## src/include/bsr_map.vh

```
// Register map, field positions, reset values and timing for the baseband control block.
// Assumes a 100 MHz system clock; included by the top design file under verilog/ and by the testbench.
`ifndef BSR_MAP_VH
`define BSR_MAP_VH

////////////////////////////////////////////////////////////////////////////////
// Register offsets (6-bit address space)
`define BSR_ADDR_CONTROL     6'h03
`define BSR_ADDR_DATA_RATE   6'h04
`define BSR_ADDR_RX_DATA     6'h09
`define BSR_ADDR_TX_STATUS   6'h0E
`define BSR_ADDR_TX_DATA     6'h0F
`define BSR_ADDR_SIG_STR     6'h22
`define BSR_ADDR_CD_FORCE    6'h2F

////////////////////////////////////////////////////////////////////////////////
// Field positions
`define BSR_CTL_RX_EN_BIT    7
`define BSR_CTL_TX_EN_BIT    6
`define BSR_CTL_PA_MSB       2
`define BSR_CTL_PA_LSB       0
`define BSR_RATE_MSB         1
`define BSR_RATE_LSB         0
`define BSR_SIG_VAL_MSB      4
`define BSR_SIG_VAL_LSB      0
`define BSR_SIG_VALID_BIT    5
`define BSR_CD_FORCE_BIT     7
`define BSR_STAT_READY_BIT   0
`define BSR_STAT_EMPTY_BIT   1
`define BSR_STAT_RXNEW_BIT   2

////////////////////////////////////////////////////////////////////////////////
// Spreading modes
`define BSR_MODE_64          2'h0
`define BSR_MODE_32          2'h1
`define BSR_MODE_32_DDR      2'h2
`define BSR_CHIPS_64         7'h40
`define BSR_CHIPS_32         7'h20

////////////////////////////////////////////////////////////////////////////////
// Reset values
`define BSR_RST_CONTROL      8'h00
`define BSR_RST_DATA_RATE    2'h0
`define BSR_RST_CD_FORCE     1'h0
`define BSR_RST_SIG_STR      5'h00

////////////////////////////////////////////////////////////////////////////////
// Timing
`define BSR_CLK_NS           10
`define BSR_CHIP_NS          1000
`define BSR_CHIP_CYC         (`BSR_CHIP_NS / `BSR_CLK_NS)
`define BSR_SIGNAL_STRENGTH_RESULT_WAIT_NS     50000
`define BSR_SIGNAL_STRENGTH_RESULT_WAIT_CYC    (`BSR_SIGNAL_STRENGTH_RESULT_WAIT_NS / `BSR_CLK_NS)
`define BSR_CONV_CYC         16

`endif

```

## src/verilog/bsr_fifo.v

```verilog
// Synchronous FIFO with valid/ready on both sides.
// Assumes one clock; depth is a power of two.
`default_nettype none

module bsr_fifo #(
  parameter W  = 8,
  parameter D  = 32,
  parameter AW = 5
) (
  // Clock and reset
  input  wire          clk_sys,
  input  wire          rst_n,
  // Fill side
  input  wire          in_valid,
  input  wire [W-1:0]  in_data,
  output wire          in_ready,
  // Drain side
  output wire          out_valid,
  output wire [W-1:0]  out_data,
  input  wire          out_ready,
  // Level
  output wire          empty
);

  reg  [W-1:0]  mem [0:D-1];
  reg  [AW:0]   wr_ptr_r;
  reg  [AW:0]   rd_ptr_r;
  wire          full;
  wire          push;
  wire          pop;

  // Extra pointer bit tells full from empty
  assign full      = (wr_ptr_r[AW] != rd_ptr_r[AW]) && (wr_ptr_r[AW-1:0] == rd_ptr_r[AW-1:0]);
  assign empty     = (wr_ptr_r == rd_ptr_r);
  assign in_ready  = !full;
  assign out_valid = !empty;
  assign out_data  = mem[rd_ptr_r[AW-1:0]];
  assign push      = in_valid && !full;
  assign pop       = out_ready && !empty;

  always @(posedge clk_sys)
  begin
    if (push)
      mem[wr_ptr_r[AW-1:0]] <= in_data;
  end

  always @(posedge clk_sys or negedge rst_n)
  begin
    if (!rst_n)
    begin
      wr_ptr_r <= {(AW+1){1'b0}};
      rd_ptr_r <= {(AW+1){1'b0}};
    end
    else
    begin
      if (push)
        wr_ptr_r <= wr_ptr_r + 1'b1;
      if (pop)
        rd_ptr_r <= rd_ptr_r + 1'b1;
    end
  end

endmodule

`default_nettype wire

```

## src/verilog/bsr_top.v

```verilog
// Baseband spreader, byte serdes and signal-strength control, reached over the SPI slave port.
// Assumes clk_sys at 100 MHz, SPI pins from outside the clock domain, correlator and ADC on clk_sys.
//
// Functional notes
// - Three spreading modes exist: 64 chips/bit, 32 chips/bit, and 32 chips/bit dual data rate.
// - The 64 chips/bit mode carries one stream at 15.625 kbit/s using the longest code.
// - The 32 chips/bit single-rate mode carries one stream at 31.25 kbit/s.
// - Dual data rate spreads two payload bits per symbol for 62.5 kbit/s.
// - The spreader emits chips at 1 MHz for the modulator.
// - Transmit goes through a 32-byte buffer so the host can load the next byte while one is sent, leaving no gaps.
// - Each received byte lands in the receive data register and is overwritten by the next one.
// - In receive, a conversion starts by itself once the carrier has stayed above the floor over 50 us.
// - A finished conversion writes the 5-bit value to bits 4:0 of register 0x22 and sets bit 5 valid.
// - After a conversion the machine halts until receive mode is switched off and on.
// - Setting bit 7 of register 0x2F while receiving forces a conversion.
// - The amplifier setting accepts 0 to 7, with 7 the highest power.
`include "bsr_map.vh"
`default_nettype none

module bsr_top #(
  parameter         SIGNAL_STRENGTH_RESULT_WAIT_CYC = `BSR_SIGNAL_STRENGTH_RESULT_WAIT_CYC,
  parameter         CONV_CYC      = `BSR_CONV_CYC,
  parameter         FIFO_DEPTH    = 32,
  parameter         FIFO_AW       = 5,
  parameter [63:0]  PN_CODE       = 64'hA5C3_96F0_3C5A_0FE1
) (
  // Clock and reset
  input  wire         clk_sys,
  input  wire         rst_n,
  input  wire         power_down_n,
  // SPI slave pins
  input  wire         spi_sck,
  input  wire         spi_mosi,
  input  wire         spi_ss_n,
  output wire         spi_miso_o,
  output wire         spi_miso_oe_n,
  // Spreader output
  output wire         tx_chip,
  output wire         tx_chip_strobe,
  output wire         tx_active,
  output wire         tx_fifo_ready,
  output wire [2:0]   pa_level,
  output wire [1:0]   rate_mode,
  // Correlator input
  output wire         rx_enable,
  input  wire         rx_bit,
  input  wire         rx_bit_strobe,
  // Signal strength converter
  input  wire         carrier_above_floor,
  input  wire [4:0]   adc_value,
  output wire         adc_start
);

  ////////////////////////////////////////////////////////////////////////////////
  // Pin synchronisers: sck, mosi, ss_n, power_down_n, carrier
  reg  [4:0]  sync1_r;
  reg  [4:0]  sync2_r;
  reg         sck_d_r;
  wire        sck_s   = sync2_r[0];
  wire        mosi_s  = sync2_r[1];
  wire        ss_n_s  = sync2_r[2];
  wire        pd_n_s  = sync2_r[3];
  wire        carr_s  = sync2_r[4];
  wire        sck_rise = sck_s && !sck_d_r;
  wire        sck_fall = !sck_s && sck_d_r;

  always @(posedge clk_sys or negedge rst_n)
  begin
    if (!rst_n)
    begin
      sync1_r <= 5'h04;
      sync2_r <= 5'h04;
      sck_d_r <= 1'b0;
    end
    else
    begin
      sync1_r <= {carrier_above_floor, power_down_n, spi_ss_n, spi_mosi, spi_sck};
      sync2_r <= sync1_r;
      sck_d_r <= sck_s;
    end
  end

  ////////////////////////////////////////////////////////////////////////////////
  // Registers and shared state
  reg  [7:0]  ctrl_r;
  reg  [1:0]  rate_r;
  reg         cd_force_r;
  reg  [4:0]  sig_val_r;
  reg         sig_valid_r;
  reg  [7:0]  rx_data_r;
  reg         rx_new_r;
  wire        fifo_empty;
  wire        fifo_in_ready;
  wire        rx_on = ctrl_r[`BSR_CTL_RX_EN_BIT] && pd_n_s;
  wire        tx_on = ctrl_r[`BSR_CTL_TX_EN_BIT] && pd_n_s;

  // Read decode, used for the command byte and every burst byte
  function [7:0] rd_mux;
    input [5:0] a;
    begin
      case (a)
        `BSR_ADDR_CONTROL:   rd_mux = ctrl_r;
        `BSR_ADDR_DATA_RATE: rd_mux = {6'h00, rate_r};
        `BSR_ADDR_RX_DATA:   rd_mux = rx_data_r;
        `BSR_ADDR_TX_STATUS: rd_mux = {5'h00, rx_new_r, fifo_empty, fifo_in_ready};
        `BSR_ADDR_SIG_STR:   rd_mux = {2'h0, sig_valid_r, sig_val_r};
        `BSR_ADDR_CD_FORCE:  rd_mux = {cd_force_r, 7'h00};
        default:             rd_mux = 8'h00;
      endcase
    end
  endfunction

  ////////////////////////////////////////////////////////////////////////////////
  // SPI slave: command byte then burst of data bytes, MSB first
  reg  [7:0]  sh_in_r;
  reg  [2:0]  bitc_r;
  reg         first_r;
  reg         dir_wr_r;
  reg         inc_r;
  reg  [5:0]  addr_r;
  reg  [7:0]  sh_out_r;
  wire [7:0]  byte_in   = {sh_in_r[6:0], mosi_s};
  wire        byte_done = !ss_n_s && sck_rise && (bitc_r == 3'h7);
  wire        data_byte = byte_done && !first_r;
  wire        wr_stb    = data_byte && dir_wr_r;
  wire [5:0]  addr_nxt  = first_r ? byte_in[5:0] : (inc_r ? addr_r + 6'h01 : addr_r);
  wire        tx_push   = wr_stb && (addr_r == `BSR_ADDR_TX_DATA);
  wire        rx_read   = byte_done && !(first_r ? byte_in[7] : dir_wr_r) && (addr_nxt == `BSR_ADDR_RX_DATA);

  assign spi_miso_o    = sh_out_r[7];
  assign spi_miso_oe_n = ss_n_s;

  always @(posedge clk_sys or negedge rst_n)
  begin
    if (!rst_n)
    begin
      sh_in_r  <= 8'h00;
      bitc_r   <= 3'h0;
      first_r  <= 1'b1;
      dir_wr_r <= 1'b0;
      inc_r    <= 1'b0;
      addr_r   <= 6'h00;
      sh_out_r <= 8'h00;
    end
    else if (ss_n_s)
    begin
      bitc_r  <= 3'h0;
      first_r <= 1'b1;
    end
    else if (sck_rise)
    begin
      sh_in_r <= byte_in;
      bitc_r  <= bitc_r + 3'h1;
      if (bitc_r == 3'h7)
      begin
        if (first_r)
        begin
          dir_wr_r <= byte_in[7];
          inc_r    <= byte_in[6];
        end
        first_r  <= 1'b0;
        addr_r   <= addr_nxt;
        sh_out_r <= rd_mux(addr_nxt);
      end
    end
    // No shift right after a load, so the MSB is presented first
    else if (sck_fall && (bitc_r != 3'h0))
      sh_out_r <= {sh_out_r[6:0], 1'b0};
  end

  // Writable registers
  always @(posedge clk_sys or negedge rst_n)
  begin
    if (!rst_n)
    begin
      ctrl_r     <= `BSR_RST_CONTROL;
      rate_r     <= `BSR_RST_DATA_RATE;
      cd_force_r <= `BSR_RST_CD_FORCE;
    end
    else if (wr_stb)
    begin
      if (addr_r == `BSR_ADDR_CONTROL)
        ctrl_r <= byte_in;
      if (addr_r == `BSR_ADDR_DATA_RATE)
        rate_r <= (byte_in[1:0] == 2'h3) ? `BSR_MODE_64 : byte_in[1:0];
      if (addr_r == `BSR_ADDR_CD_FORCE)
        cd_force_r <= byte_in[`BSR_CD_FORCE_BIT];
    end
  end

  assign pa_level  = ctrl_r[`BSR_CTL_PA_MSB:`BSR_CTL_PA_LSB];
  assign rate_mode = rate_r;
  assign rx_enable = rx_on;

  ////////////////////////////////////////////////////////////////////////////////
  // Transmit byte buffer: a full buffer drops the write, visible in the status register
  wire        fifo_out_valid;
  wire [7:0]  fifo_out_data;
  wire        fifo_pop;

  bsr_fifo #(
    .W  (8),
    .D  (FIFO_DEPTH),
    .AW (FIFO_AW)
  ) u_tx_fifo (
    .clk_sys   (clk_sys),
    .rst_n     (rst_n),
    .in_valid  (tx_push),
    .in_data   (byte_in),
    .in_ready  (fifo_in_ready),
    .out_valid (fifo_out_valid),
    .out_data  (fifo_out_data),
    .out_ready (fifo_pop),
    .empty     (fifo_empty)
  );

  assign tx_fifo_ready = fifo_in_ready;

  ////////////////////////////////////////////////////////////////////////////////
  // Serializer and spreader, LSB first
  reg         tx_busy_r;
  reg  [7:0]  tx_sh_r;
  reg  [3:0]  bits_left_r;
  reg  [5:0]  chip_idx_r;
  reg  [6:0]  div_r;
  reg         chip_r;
  reg         chip_stb_r;
  wire        ddr       = (rate_r == `BSR_MODE_32_DDR);
  wire [6:0]  chips_sym = (rate_r == `BSR_MODE_64) ? `BSR_CHIPS_64 : `BSR_CHIPS_32;
  wire [3:0]  bits_sym  = ddr ? 4'h2 : 4'h1;
  wire        chip_tick = tx_busy_r && (div_r == (`BSR_CHIP_CYC - 1));
  wire        sym_end   = chip_tick && ({1'b0, chip_idx_r} == chips_sym - 7'h01);
  wire        byte_end  = sym_end && (bits_left_r == bits_sym);
  wire        chip_nxt  = PN_CODE[chip_idx_r] ^ tx_sh_r[0] ^ (ddr & tx_sh_r[1] & chip_idx_r[0]);

  // Next byte is taken in the same cycle the last symbol ends
  assign fifo_pop = tx_on && fifo_out_valid && (!tx_busy_r || byte_end);

  always @(posedge clk_sys or negedge rst_n)
  begin
    if (!rst_n)
    begin
      tx_busy_r   <= 1'b0;
      tx_sh_r     <= 8'h00;
      bits_left_r <= 4'h0;
      chip_idx_r  <= 6'h00;
      div_r       <= 7'h00;
      chip_r      <= 1'b0;
      chip_stb_r  <= 1'b0;
    end
    else
    begin
      chip_stb_r <= chip_tick;
      if (chip_tick)
        chip_r <= chip_nxt;
      if (fifo_pop)
      begin
        tx_busy_r   <= 1'b1;
        tx_sh_r     <= fifo_out_data;
        bits_left_r <= 4'h8;
        chip_idx_r  <= 6'h00;
        div_r       <= 7'h00;
      end
      else if (!tx_on || byte_end)
        tx_busy_r <= 1'b0;
      else if (tx_busy_r)
      begin
        div_r <= chip_tick ? 7'h00 : div_r + 7'h01;
        if (sym_end)
        begin
          chip_idx_r  <= 6'h00;
          tx_sh_r     <= ddr ? {2'h0, tx_sh_r[7:2]} : {1'b0, tx_sh_r[7:1]};
          bits_left_r <= bits_left_r - bits_sym;
        end
        else if (chip_tick)
          chip_idx_r <= chip_idx_r + 6'h01;
      end
    end
  end

  assign tx_chip        = chip_r;
  assign tx_chip_strobe = chip_stb_r;
  assign tx_active      = tx_busy_r;

  ////////////////////////////////////////////////////////////////////////////////
  // Deserializer: no hold-off, a new byte overwrites an unread one
  reg  [7:0]  rx_sh_r;
  reg  [2:0]  rx_cnt_r;
  wire        rx_take = rx_on && rx_bit_strobe;
  wire        rx_full = rx_take && (rx_cnt_r == 3'h7);

  always @(posedge clk_sys or negedge rst_n)
  begin
    if (!rst_n)
    begin
      rx_sh_r   <= 8'h00;
      rx_cnt_r  <= 3'h0;
      rx_data_r <= 8'h00;
      rx_new_r  <= 1'b0;
    end
    else
    begin
      if (!rx_on)
        rx_cnt_r <= 3'h0;
      else if (rx_take)
      begin
        rx_sh_r  <= {rx_bit, rx_sh_r[7:1]};
        rx_cnt_r <= rx_cnt_r + 3'h1;
      end
      if (rx_full)
        rx_data_r <= {rx_bit, rx_sh_r[7:1]};
      // Arrival wins over a read in the same cycle
      if (rx_full)
        rx_new_r <= 1'b1;
      else if (rx_read)
        rx_new_r <= 1'b0;
    end
  end

  ////////////////////////////////////////////////////////////////////////////////
  // Signal-strength conversion control
  localparam [3:0] ST_IDLE = 4'b0001;
  localparam [3:0] ST_WAIT = 4'b0010;
  localparam [3:0] ST_CONV = 4'b0100;
  localparam [3:0] ST_HALT = 4'b1000;

  reg  [3:0]  st_r;
  reg  [31:0] cnt_r;

  always @(posedge clk_sys or negedge rst_n)
  begin
    if (!rst_n)
    begin
      st_r        <= ST_IDLE;
      cnt_r       <= 32'h0;
      sig_val_r   <= `BSR_RST_SIG_STR;
      sig_valid_r <= 1'b0;
    end
    else if (!rx_on)
    begin
      st_r        <= ST_IDLE;
      cnt_r       <= 32'h0;
      sig_valid_r <= 1'b0;
    end
    else
    begin
      case (st_r)
        ST_IDLE:
        begin
          st_r  <= ST_WAIT;
          cnt_r <= 32'h0;
        end
        ST_WAIT:
        begin
          if (cd_force_r)
          begin
            st_r  <= ST_CONV;
            cnt_r <= 32'h0;
          end
          else if (!carr_s)
            cnt_r <= 32'h0;
          // Strictly longer than the wait time
          else if (cnt_r >= SIGNAL_STRENGTH_RESULT_WAIT_CYC)
          begin
            st_r  <= ST_CONV;
            cnt_r <= 32'h0;
          end
          else
            cnt_r <= cnt_r + 32'h1;
        end
        ST_CONV:
        begin
          if (cnt_r >= CONV_CYC - 1)
          begin
            sig_val_r   <= adc_value;
            sig_valid_r <= 1'b1;
            st_r        <= ST_HALT;
          end
          else
            cnt_r <= cnt_r + 32'h1;
        end
        ST_HALT:
          st_r <= ST_HALT;
        default:
          st_r <= ST_IDLE;
      endcase
    end
  end

  assign adc_start = (st_r == ST_CONV);

endmodule

`default_nettype wire

```

## config.mk

```make
export PLATFORM = sky130hd
export DESIGN_NAME = bsr_top
export DESIGN_NICKNAME = d
export VERILOG_FILES = /design/src/verilog/bsr_fifo.v /design/src/verilog/bsr_top.v
export VERILOG_INCLUDE_DIRS = /design/src /design/src/include
export SDC_FILE = /design/constraint.sdc
export NUM_CORES = 1
export LEC_CHECK = 0
export BUFFER_PORTS_ARGS = -buffer_cell sky130_fd_sc_hd__buf_2
export CAP_MARGIN = 25
export CORE_ASPECT_RATIO = 0.9
export CORE_UTILIZATION = 35
export CTS_BUF_LIST = sky130_fd_sc_hd__clkbuf_16
export DETAILED_ROUTE_END_ITERATION = 8
export PLACE_DENSITY = 0.58
export SLEW_MARGIN = 20
export SYNTH_ARGS = -nofsm -noshare
export SYNTH_HDL_FRONTEND = slang
export SYNTH_SLANG_ARGS = --single-unit
```

## constraint.sdc

```tcl
create_clock -name clk_sys -period 3.3 [get_ports clk_sys]
set_input_delay 0.66 -clock clk_sys [delete_from_list [all_inputs] [get_ports clk_sys]]
set_output_delay 0.66 -clock clk_sys [all_outputs]
set_load 0.05 [all_outputs]
```

==> metrics, run 1 <==
commonest non-fill, non-tap cell in the layout edfxtp_1; Sum Neg Setup Slack 0 ps; Critical Path Source Type flip-flop; Adder-Cell Fraction of Synth Area 1.540%; Max Fclk 340.8 MHz; clk slew on worst S/H paths 60 ps; Main synth FF type edfxtp_1; Clock Path Buffers 3; mux contribution to synthesized area 13.83%; die height 214.5 µm; Peak supply drop 0.3443 mV; GRT overflow 0; Avg Inst Size Synth 15.13 µm²; CORE AREA 0.04933 mm²; CTS tree built; GR Util met3 2.909%; area growth from synthesis to layout 13.46%; Compound-Gate Fraction of Synth Area 5.503%; Clock Tree Root clkbuf_16; final worst-path cycle share 88.91%; GRT met1 Usage 22.48%; Cell Area, Synth 0.01755 mm²; RSZ-0062 raised after global routing false; Yosys cell types 81; first-pass GRT wire length 60110 µm; row cnt 77; Fillers 4526; Rel. slew slack 40.00%; multi-input logic area 0.005722 mm²; TritonRoute pass-1 iters 5; sequential fraction of the synthesis area 65.21%; I/O Buffers 26; syn_nets 1195; Initial Util 35.58%; Crit path arrival time 2270 ps; simple-gate share of the synthesized area 9.545%; initial DRC count 936; DR vias 9812; worst-path fanout max 11; # diodes 0; vias in the first global route 10010; worst setup path category reg2out; pwr/cell area 566.5 mW/mm²; final std cells w/o fill 1907; Seq. cell area 0.01145 mm²; Critical Path RT 2640 ps; max_cap viols 0; largest net degree at the start of global routing 96; Gate Count Post-Synth 1160; crit path time final 2934 ps; main combinational cell family by area after synthesis multiplexers; Leak Pwr 0.007173 µW; reg2reg path depth 11; clock buffer count from CTS 42; count of final hold-check violations 0; cts hold-fix bufs 0; Num Clock Sinks 406; Setup crit end kind primary output; antenna-violating nets left 0; placed cells 1835; busiest layer in global routing met2; # resized after CTS 0; Routed wire per std cell 19.78 µm; I/O pin total 27; share of cells above drive strength 1 21.52%; final wirelength 37730 µm; Hold Crit Class in2async; Via-to-Cell Ratio 5.145; Post-synth EDFFs 256; Final Skew 25.76 ps; total track usage 15.32%; Final Max Tran Viols 0; Die W 238.1 µm; Synth warnings 0; Net count, final 1243; Worst-Margin Slew 900.0 ps; Final GP Congestion 0.8221; Post-CTS Setup Inserts 0; status completed; Final setup viols 0; most frequent cells in the layout edfxtp_1 (256), dfrtp_1 (143), nor2_1 (98), nand2_1 (85), mux4_2 (80); Skew-Pair Late Insertion Delay 590 ps; Die ar. 0.05105 mm²; GR Util met2 23.44%; Async SR Flop Fraction 36.95%; hpwl dp 23890 µm; register bit total from synthesis 406; H-tree depth 2; fraction of synthesized cell area in xor and xnor cells 2.146%; initial antenna violation count 0; DRC 0
-- synthesized netlist by cell type (4+ instances only) --
master     count  area, µm²
dfstp_2        4      105.1
o31ai_1        6      45.04
a21oi_1       25      125.1
ha_1          20      250.2
a22o_1         8      70.07
and2_1         7      43.79
dfrtp_1      146       3654
nand3b_1       9      67.56
o211ai_1       5      37.54
a31oi_1       12      75.07
clkbuf_1      30      112.6
nand2_1       85      319.1
nor4_1         7      43.79
buf_2         13      65.06
o21ai_1        5      25.02
buf_6          4      45.04
buf_4          8      60.06
nand4_1        9      56.30
mux4_2        80       1802
nor2_1        98      367.9
o21ai_0       37      185.2
xor2_1        24      210.2
xnor2_1       19      166.4
a22oi_1        5      37.54
buf_1          4      15.01
nor3_1        21      105.1
inv_1         23      86.33
or3_1          4      25.02
edfxtp_1     256       7687
mux2i_1       16      160.2
and3_1        13      81.33
mux2_2        40      450.4
nor2b_1       17      106.4
nand3_1       27      135.1
o2bb2ai_1      4      35.03
-- logic make-up after synthesis --
kind of cell,count (synthesis)
XOR/XNOR,43
flip-flops,406
multiplexers,137
AND/OR/NAND/NOR,328
buffers and inverters,84
AO/OA/AOI/OAI,141
adder cells (fa/ha/maj),21
-- power by group --
group / internal, µW / switching [µW] / leakage (µW)
Combinational: 201 / 613 / 0.00212
Sequential: 5820 / 106 / 0.00435
Clock: 2570 / 1980 / 0.000707
-- worst paths after layout --
path	start	end	slack [ps]
worst max-delay path	u_tx_fifo.wr_ptr_r[3]$_DFFE_PN0P_	tx_fifo_ready	370
worst min-delay path	rst_n	rx_sh_r[1]$_DFFE_PN0P_	180
worst max register to register	rate_mode[1]$_DFFE_PN0P_	u_tx_fifo.rd_ptr_r[4]$_DFFE_PN0P_	450
worst min register to register	sync1_r[3]$_DFF_PN0_	sync2_r[3]$_DFF_PN0_	350
max in group asynchronous	rst_n	sync1_r[2]$_DFF_PN1_	2370
min in group clk_sys	spi_ss_n	sync1_r[2]$_DFF_PN1_	180
-- area by class of cell --
class                      count  area share [%]
sequential                   406           57.50
multi-input combinational    670           28.73
clock buffer                  42           5.277
timing repair buffer          63           2.431
inverter                      25          0.4712
clock inverter                30           1.376
tap                          671           4.215
-- per-stage QoR --
| stage | cell area, µm² | hold WS, ps | total power [µW] | util (%) | setup slack, ps |
|---|---|---|---|---|---|
| finish | 19920 | 175.8 | 11280 | 40.38 | 366.0 |
| detailed placement | 18590 | 335.8 | 6847 | 37.69 | 425.1 |
| CTS | 19920 | 151.0 | 11410 | 40.38 | 339.8 |
| global placement | 18580 | 332.0 | 6800 | 37.66 | 515.8 |
| floorplan | 17560 | 331.2 | 6406 | - | 76.34 |
| global route | 19920 | 155.8 | 11710 | 40.38 | 227.3 |
-- worst max-delay path, stage by stage, from the launching register on --
cell and delay [ps]:
dfrtp_1 500, xor2_1 210, nor3_1 410, nand3_1 190, buf_4 180, buf_2 210
-- sequential cells by signal (all words and copies together) (netlist names), 6 cells and up --
signal,count
div_r,7
cnt_r,32
tx_sh_r,8
sh_in_r,7
u_tx_fifo.wr_ptr_r,6
chip_idx_r,6
ctrl_r,8
u_tx_fifo.mem,256
rx_data_r,8
u_tx_fifo.rd_ptr_r,6
addr_r,6
rx_sh_r,7
sh_out_r,8
-- routing by layer --
metal,up-vias,part of all wire [%]
met5,-,0
met1,5093,48
li1,4511,-
met4,0,1.5
met3,47,4.4
met2,161,46
No activity file was read; power rests on OpenSTA's default activity.
==> run 2: changes to the inputs <==
==> constraint.sdc (replaced) <==
create_clock -name clk_sys -period 3.4 [get_ports clk_sys]
set_input_delay 0.68 -clock clk_sys [delete_from_list [all_inputs] [get_ports clk_sys]]
set_output_delay 0.68 -clock clk_sys [all_outputs]
set_load 0.05 [all_outputs]
==> run 2 against run 1 <==
Clock power shrank 1%. Highest routed layer unchanged. Critical path depth is the same. Largest power group unchanged. Wire length grew 3.0%.
==> metrics, run 2 (synthesis gave the netlist of run 1 again) <==
Clock Tree Root clkbuf_16; I/O Buffers 26; clock buffer count from CTS 43; worst setup path startpoint u_tx_fifo.wr_ptr_r[2]$_DFFE_PN0P_; antenna-violating nets left 0; pwr/cell area 550.6 mW/mm²; RSZ-0062 raised after global routing false; die height 214.5 µm; Num Clock Sinks 406; Initial Util 35.58%; Hold Crit Class in2async; Sum Neg Setup Slack 0 ps; Skew-Pair Late Insertion Delay 580 ps; max_cap viols 0; CTS tree built; GRT overflow 0; switching power 2636 µW; Final setup viols 0; WHS 97.00 ps; initial DRC count 825; Leak Pwr 0.007228 µW; Combinational Power Share 7.0%; sw frac 23.93%; Final GP Congestion 0.7871; Net count, final 1252; max FFs per register 256; DRC 0; Post-CTS Setup Inserts 0; CP endpoint tx_fifo_ready; # diodes 0; Routed wire per std cell 20.25 µm; Clock Path Buffers 3; cts hold-fix bufs 0; final wirelength 38880 µm; status completed; Peak supply drop 0.3721 mV; Final Max Tran Viols 0; total track usage 15.65%; Seq pwr share 52.2%; Die W 238.1 µm; commonest non-fill, non-tap cell in the layout edfxtp_1; vias in the first global route 10090; crit path time final 2962 ps; Die ar. 0.05105 mm²; Worst-Margin Slew 1049 ps; area growth from synthesis to layout 13.94%; first-pass GRT wire length 60980 µm; reg2reg path depth 7; worst-path fanout max 11; initial antenna violation count 0; reg2reg start u_tx_fifo.rd_ptr_r[0]$_DFFE_PN0P_; clk slew on worst S/H paths 60 ps; # resized after CTS 0; Crit path arrival time 2280 ps; Clock power frac 40.8%; Rel. slew slack 29.78%; I/O pin total 27; Critical Path Source Type flip-flop; row cnt 77; DR vias 9893; R2R Path End u_tx_fifo.mem[15][4]$_DFFE_PP_; largest net degree at the start of global routing 68; CORE AREA 0.04933 mm²; TritonRoute pass-1 iters 5; Via-to-Cell Ratio 5.153; r2r setup slk 440 ps; Final Skew 32.16 ps; Max Fclk 337.7 MHz; most frequent cells in the layout edfxtp_1 (256), dfrtp_1 (144), nor2_1 (98), nand2_1 (85), mux4_2 (80); share of cells above drive strength 1 22.58%; internal power 8376 µW; hpwl dp 25210 µm; Setup crit end kind primary output; final worst-path cycle share 87.10%; worst setup path category reg2out; Critical Path RT 2720 ps; Fillers 4577; H-tree depth 2; count of final hold-check violations 0
## run 2: cell types whose count changed in the layout (fill, tap and decap cells not counted), moves of 2 or more
| cell | previous run | this run |
|---|---|---|
| clkinv_1 | 4 | 7 |
| clkinv_4 | 0 | 2 |
| buf_4 | 31 | 39 |
| inv_1 | 41 | 34 |
| clkinv_2 | 3 | 9 |
| clkinv_8 | 0 | 2 |
| clkinv_16 | 3 | 0 |
## run 2: worst min path at each step
stage / start / depth (start not counted) / endpoint
final: rst_n / 1 / tx_sh_r[1]$_DFFE_PN0P_
after global routing: rst_n / 1 / tx_sh_r[1]$_DFFE_PN0P_
after CTS: rst_n / 1 / tx_sh_r[1]$_DFFE_PN0P_
after detailed placement: sync1_r[3]$_DFF_PN0_ / 0 / sync2_r[3]$_DFF_PN0_
after global placement: sync1_r[0]$_DFF_PN0_ / 0 / sync2_r[0]$_DFF_PN0_
after floorplan: sync1_r[0]$_DFF_PN0_ / 0 / sync2_r[0]$_DFF_PN0_
## run 2: area by class of cell
class | count | area, µm² | share of cell area (%)
clock buffers | 43 | 1076 | 5.380
clock inverters | 34 | 269.0 | 1.345
inverters | 25 | 93.84 | 0.4692
multi-input cells | 670 | 5722 | 28.61
flip-flops and latches | 406 | 11450 | 57.25
well taps | 671 | 839.6 | 4.198
repair buffers | 71 | 549.3 | 2.746
## run 2: per-layer routing
metal,vias to the layer above,global-route usage [%],share of wire (%)
met3,46,3.180,4.8
met1,5128,22.32,47
met5,-,0,0
met2,187,24.57,47
met4,0,3.654,1.7
li1,4532,-,-
## run 2: power by group through the flow
| stage | Combinational [µW] | Sequential (µW) | Clock, µW |
|---|---|---|---|
| floorplan | 245 | 5970 | 0 |
| global placement | 773 | 5840 | 0 |
| detailed placement | 794 | 5850 | 0 |
| CTS | 793 | 5750 | 4590 |
| global route | 869 | 5760 | 4780 |
| finish | 775 | 5750 | 4490 |
## run 2: critical path, stage by stage (launching register included)
cell,delay [ps]
dfrtp_1,500
xor2_1,210
nor3_1,380
nand3_1,210
buf_4,190
buf_2,210
## run 2: through the flow
step / area [µm²] / worst slack (ps) / utilization (%) / total power (µW) / instances
2_1_floorplan: 17560 / 62.45 / - / 6218 / 1160
3_3_place_gp: 18660 / 492.3 / 37.82 / 6617 / 1843
3_5_place_dp: 18660 / 486.5 / 37.82 / 6643 / 1843
4_1_cts: 20000 / 407.1 / 40.55 / 11130 / 1920
5_1_grt: 20000 / 294.0 / 40.55 / 11410 / 1920
6_report: 20000 / 438.5 / 40.55 / 11010 / 1920
==> run 3: changes to the inputs <==
--- a/config.mk
+++ b/config.mk
@@ -12,8 +12,9 @@
 export CORE_UTILIZATION = 35
 export CTS_BUF_LIST = sky130_fd_sc_hd__clkbuf_16
 export DETAILED_ROUTE_END_ITERATION = 8
-export PLACE_DENSITY = 0.58
+export PLACE_DENSITY_LB_ADDON = 0.1
 export SLEW_MARGIN = 20
 export SYNTH_ARGS = -nofsm -noshare
 export SYNTH_HDL_FRONTEND = slang
 export SYNTH_SLANG_ARGS = --single-unit
+export TNS_END_PERCENT = 50
==> run 3 against run 2 <==
Setup slack got worse by 29 ps. Global-route usage grew 1.0 points. Design area shrank 0.21%. Non-clock buffer count decreased by 10. First-iteration DRC count down 3.0%. Sequential power rose by 1%. Die area stayed put. Largest power group unchanged. Via count decreased by 0.15%. Hold slack improved by 22 ps. Clock-buffer cell count is 2 higher. Clock skew fell by 12 ps. Clock power grew 6.0%.
==> metrics, run 3 (synthesis gave the netlist of run 1 again) <==
final wirelength 41470 µm; Fillers 4578; GR Util met2 23.63%; reg2reg path depth 6; largest net degree at the start of global routing 75; total track usage 16.65%; # resized after CTS 0; most frequent cells in the layout edfxtp_1 (256), dfrtp_1 (143), nor2_1 (98), nand2_1 (85), mux4_2 (80); TritonRoute pass-1 iters 5; initial DRC count 800; Final Max Tran Viols 0; placed cells 1833; antenna-violating nets left 0; Skew-Pair Late Insertion Delay 580 ps; final std cells w/o fill 1912; Clock Path Buffers 3; Place WS 426.5 ps; Final Skew 20.54 ps; Post-CTS Setup Inserts 0; # diodes 0; Rel. slew slack 40.23%; first-pass GRT wire length 63760 µm; worst setup path category reg2reg; dpl cell area 0.01855 mm²; busiest layer in global routing met1; RSZ-0062 raised after global routing false; Max stage delay on crit path 750 ps; hpwl dp 26320 µm; Seq. cell area 0.01145 mm²; DRC 0; max FFs per register 256; final worst-path cycle share 87.95%; max_cap viols 0; I/O pin total 27; GRT overflow 0; Routed wire per std cell 21.69 µm; CP Depth 6; vias in the first global route 9951; cell family with most CP delay simple AND/OR/NAND/NOR gates; initial antenna violation count 0; Max Fclk 334.4 MHz; commonest non-fill, non-tap cell in the layout edfxtp_1; H-tree depth 2; share of cells above drive strength 1 22.40%; GRT met1 Usage 26.13%; GR Util met3 2.472%; CORE AREA 0.04933 mm²; Worst-Margin Slew 896.5 ps; Setup crit end kind flip-flop; critical path's slowest cell nor2_1; status completed; Net count, final 1243; crit path cell chain xor2_1 > nor3_1 > nand3_1 > and3_1 > nand2_1 > nor2_1; Crit path arrival time 3180 ps; Initial Util 35.58%; Final setup viols 0; clock buffer count from CTS 44; WP buf/inv 0; pwr/cell area 567.6 mW/mm²; Peak supply drop 0.3390 mV; Clock Tree Root clkbuf_16; Num Clock Sinks 406; Final GP Congestion 0.7694; count of final hold-check violations 0; post-route setup slack 409.8 ps; Critical Path RT 3590 ps; I/O Buffers 26; row cnt 77; area growth from synthesis to layout 13.71%; Sum Neg Setup Slack 0 ps; die height 214.5 µm; multi-input logic area 0.005724 mm²; CTS tree built; cts hold-fix bufs 0; Leak Pwr 0.007177 µW; r2r setup slk 410 ps; Hold Crit Class in2async; worst-path fanout max 11; final instance area 0.01996 mm²; Via-to-Cell Ratio 5.166; crit path time final 2990 ps; DR vias 9878; Die W 238.1 µm; clk slew on worst S/H paths 60 ps; Die ar. 0.05105 mm²; Critical Path Source Type flip-flop
-- run 3: power breakdown --
part           total [µW]  switching (µW)  internal, µW
Sequential           5830             178          5650
Combinational         747             567           180
Clock                4760            1980          2780
-- run 3: cell type report --
type	count	share of cell area (%)
clock buffers	45	5.642
clock inverters	34	1.436
inverters	25	0.4702
multi-input cells	670	28.68
flip-flops and latches	406	57.38
well taps	671	4.206
repair buffers	61	2.188
-- run 3: final timing paths --
kind,start,to
worst min register to register,sync1_r[3]$_DFF_PN0_,sync2_r[3]$_DFF_PN0_
worst max register to register,u_tx_fifo.wr_ptr_r[2]$_DFFE_PN0P_,u_tx_fifo.mem[17][1]$_DFFE_PP_
worst min-delay path,rst_n,rx_sh_r[2]$_DFFE_PN0P_
min in group clk_sys,spi_ss_n,sync1_r[2]$_DFF_PN1_
max in group asynchronous,rst_n,sync1_r[2]$_DFF_PN1_
worst max-delay path,u_tx_fifo.wr_ptr_r[2]$_DFFE_PN0P_,u_tx_fifo.mem[17][1]$_DFFE_PP_
-- run 3: metrics by stage --
stage | power (µW) | hold WS (ps) | utilization, %
after floorplan | 6218 | 331.2 | -
after global placement | 6697 | 332.9 | 37.60
after detailed placement | 6703 | 337.2 | 37.60
after CTS | 11500 | 138.6 | 40.46
after global routing | 11740 | 177.8 | 40.46
final | 11330 | 119.2 | 40.46
-- run 3: layer usage --
layer	vias up	part of all wire [%]
li1	4522	-
met5	-	0.20
met2	210	43
met1	5085	50
met3	59	4.3
met4	2	2.0
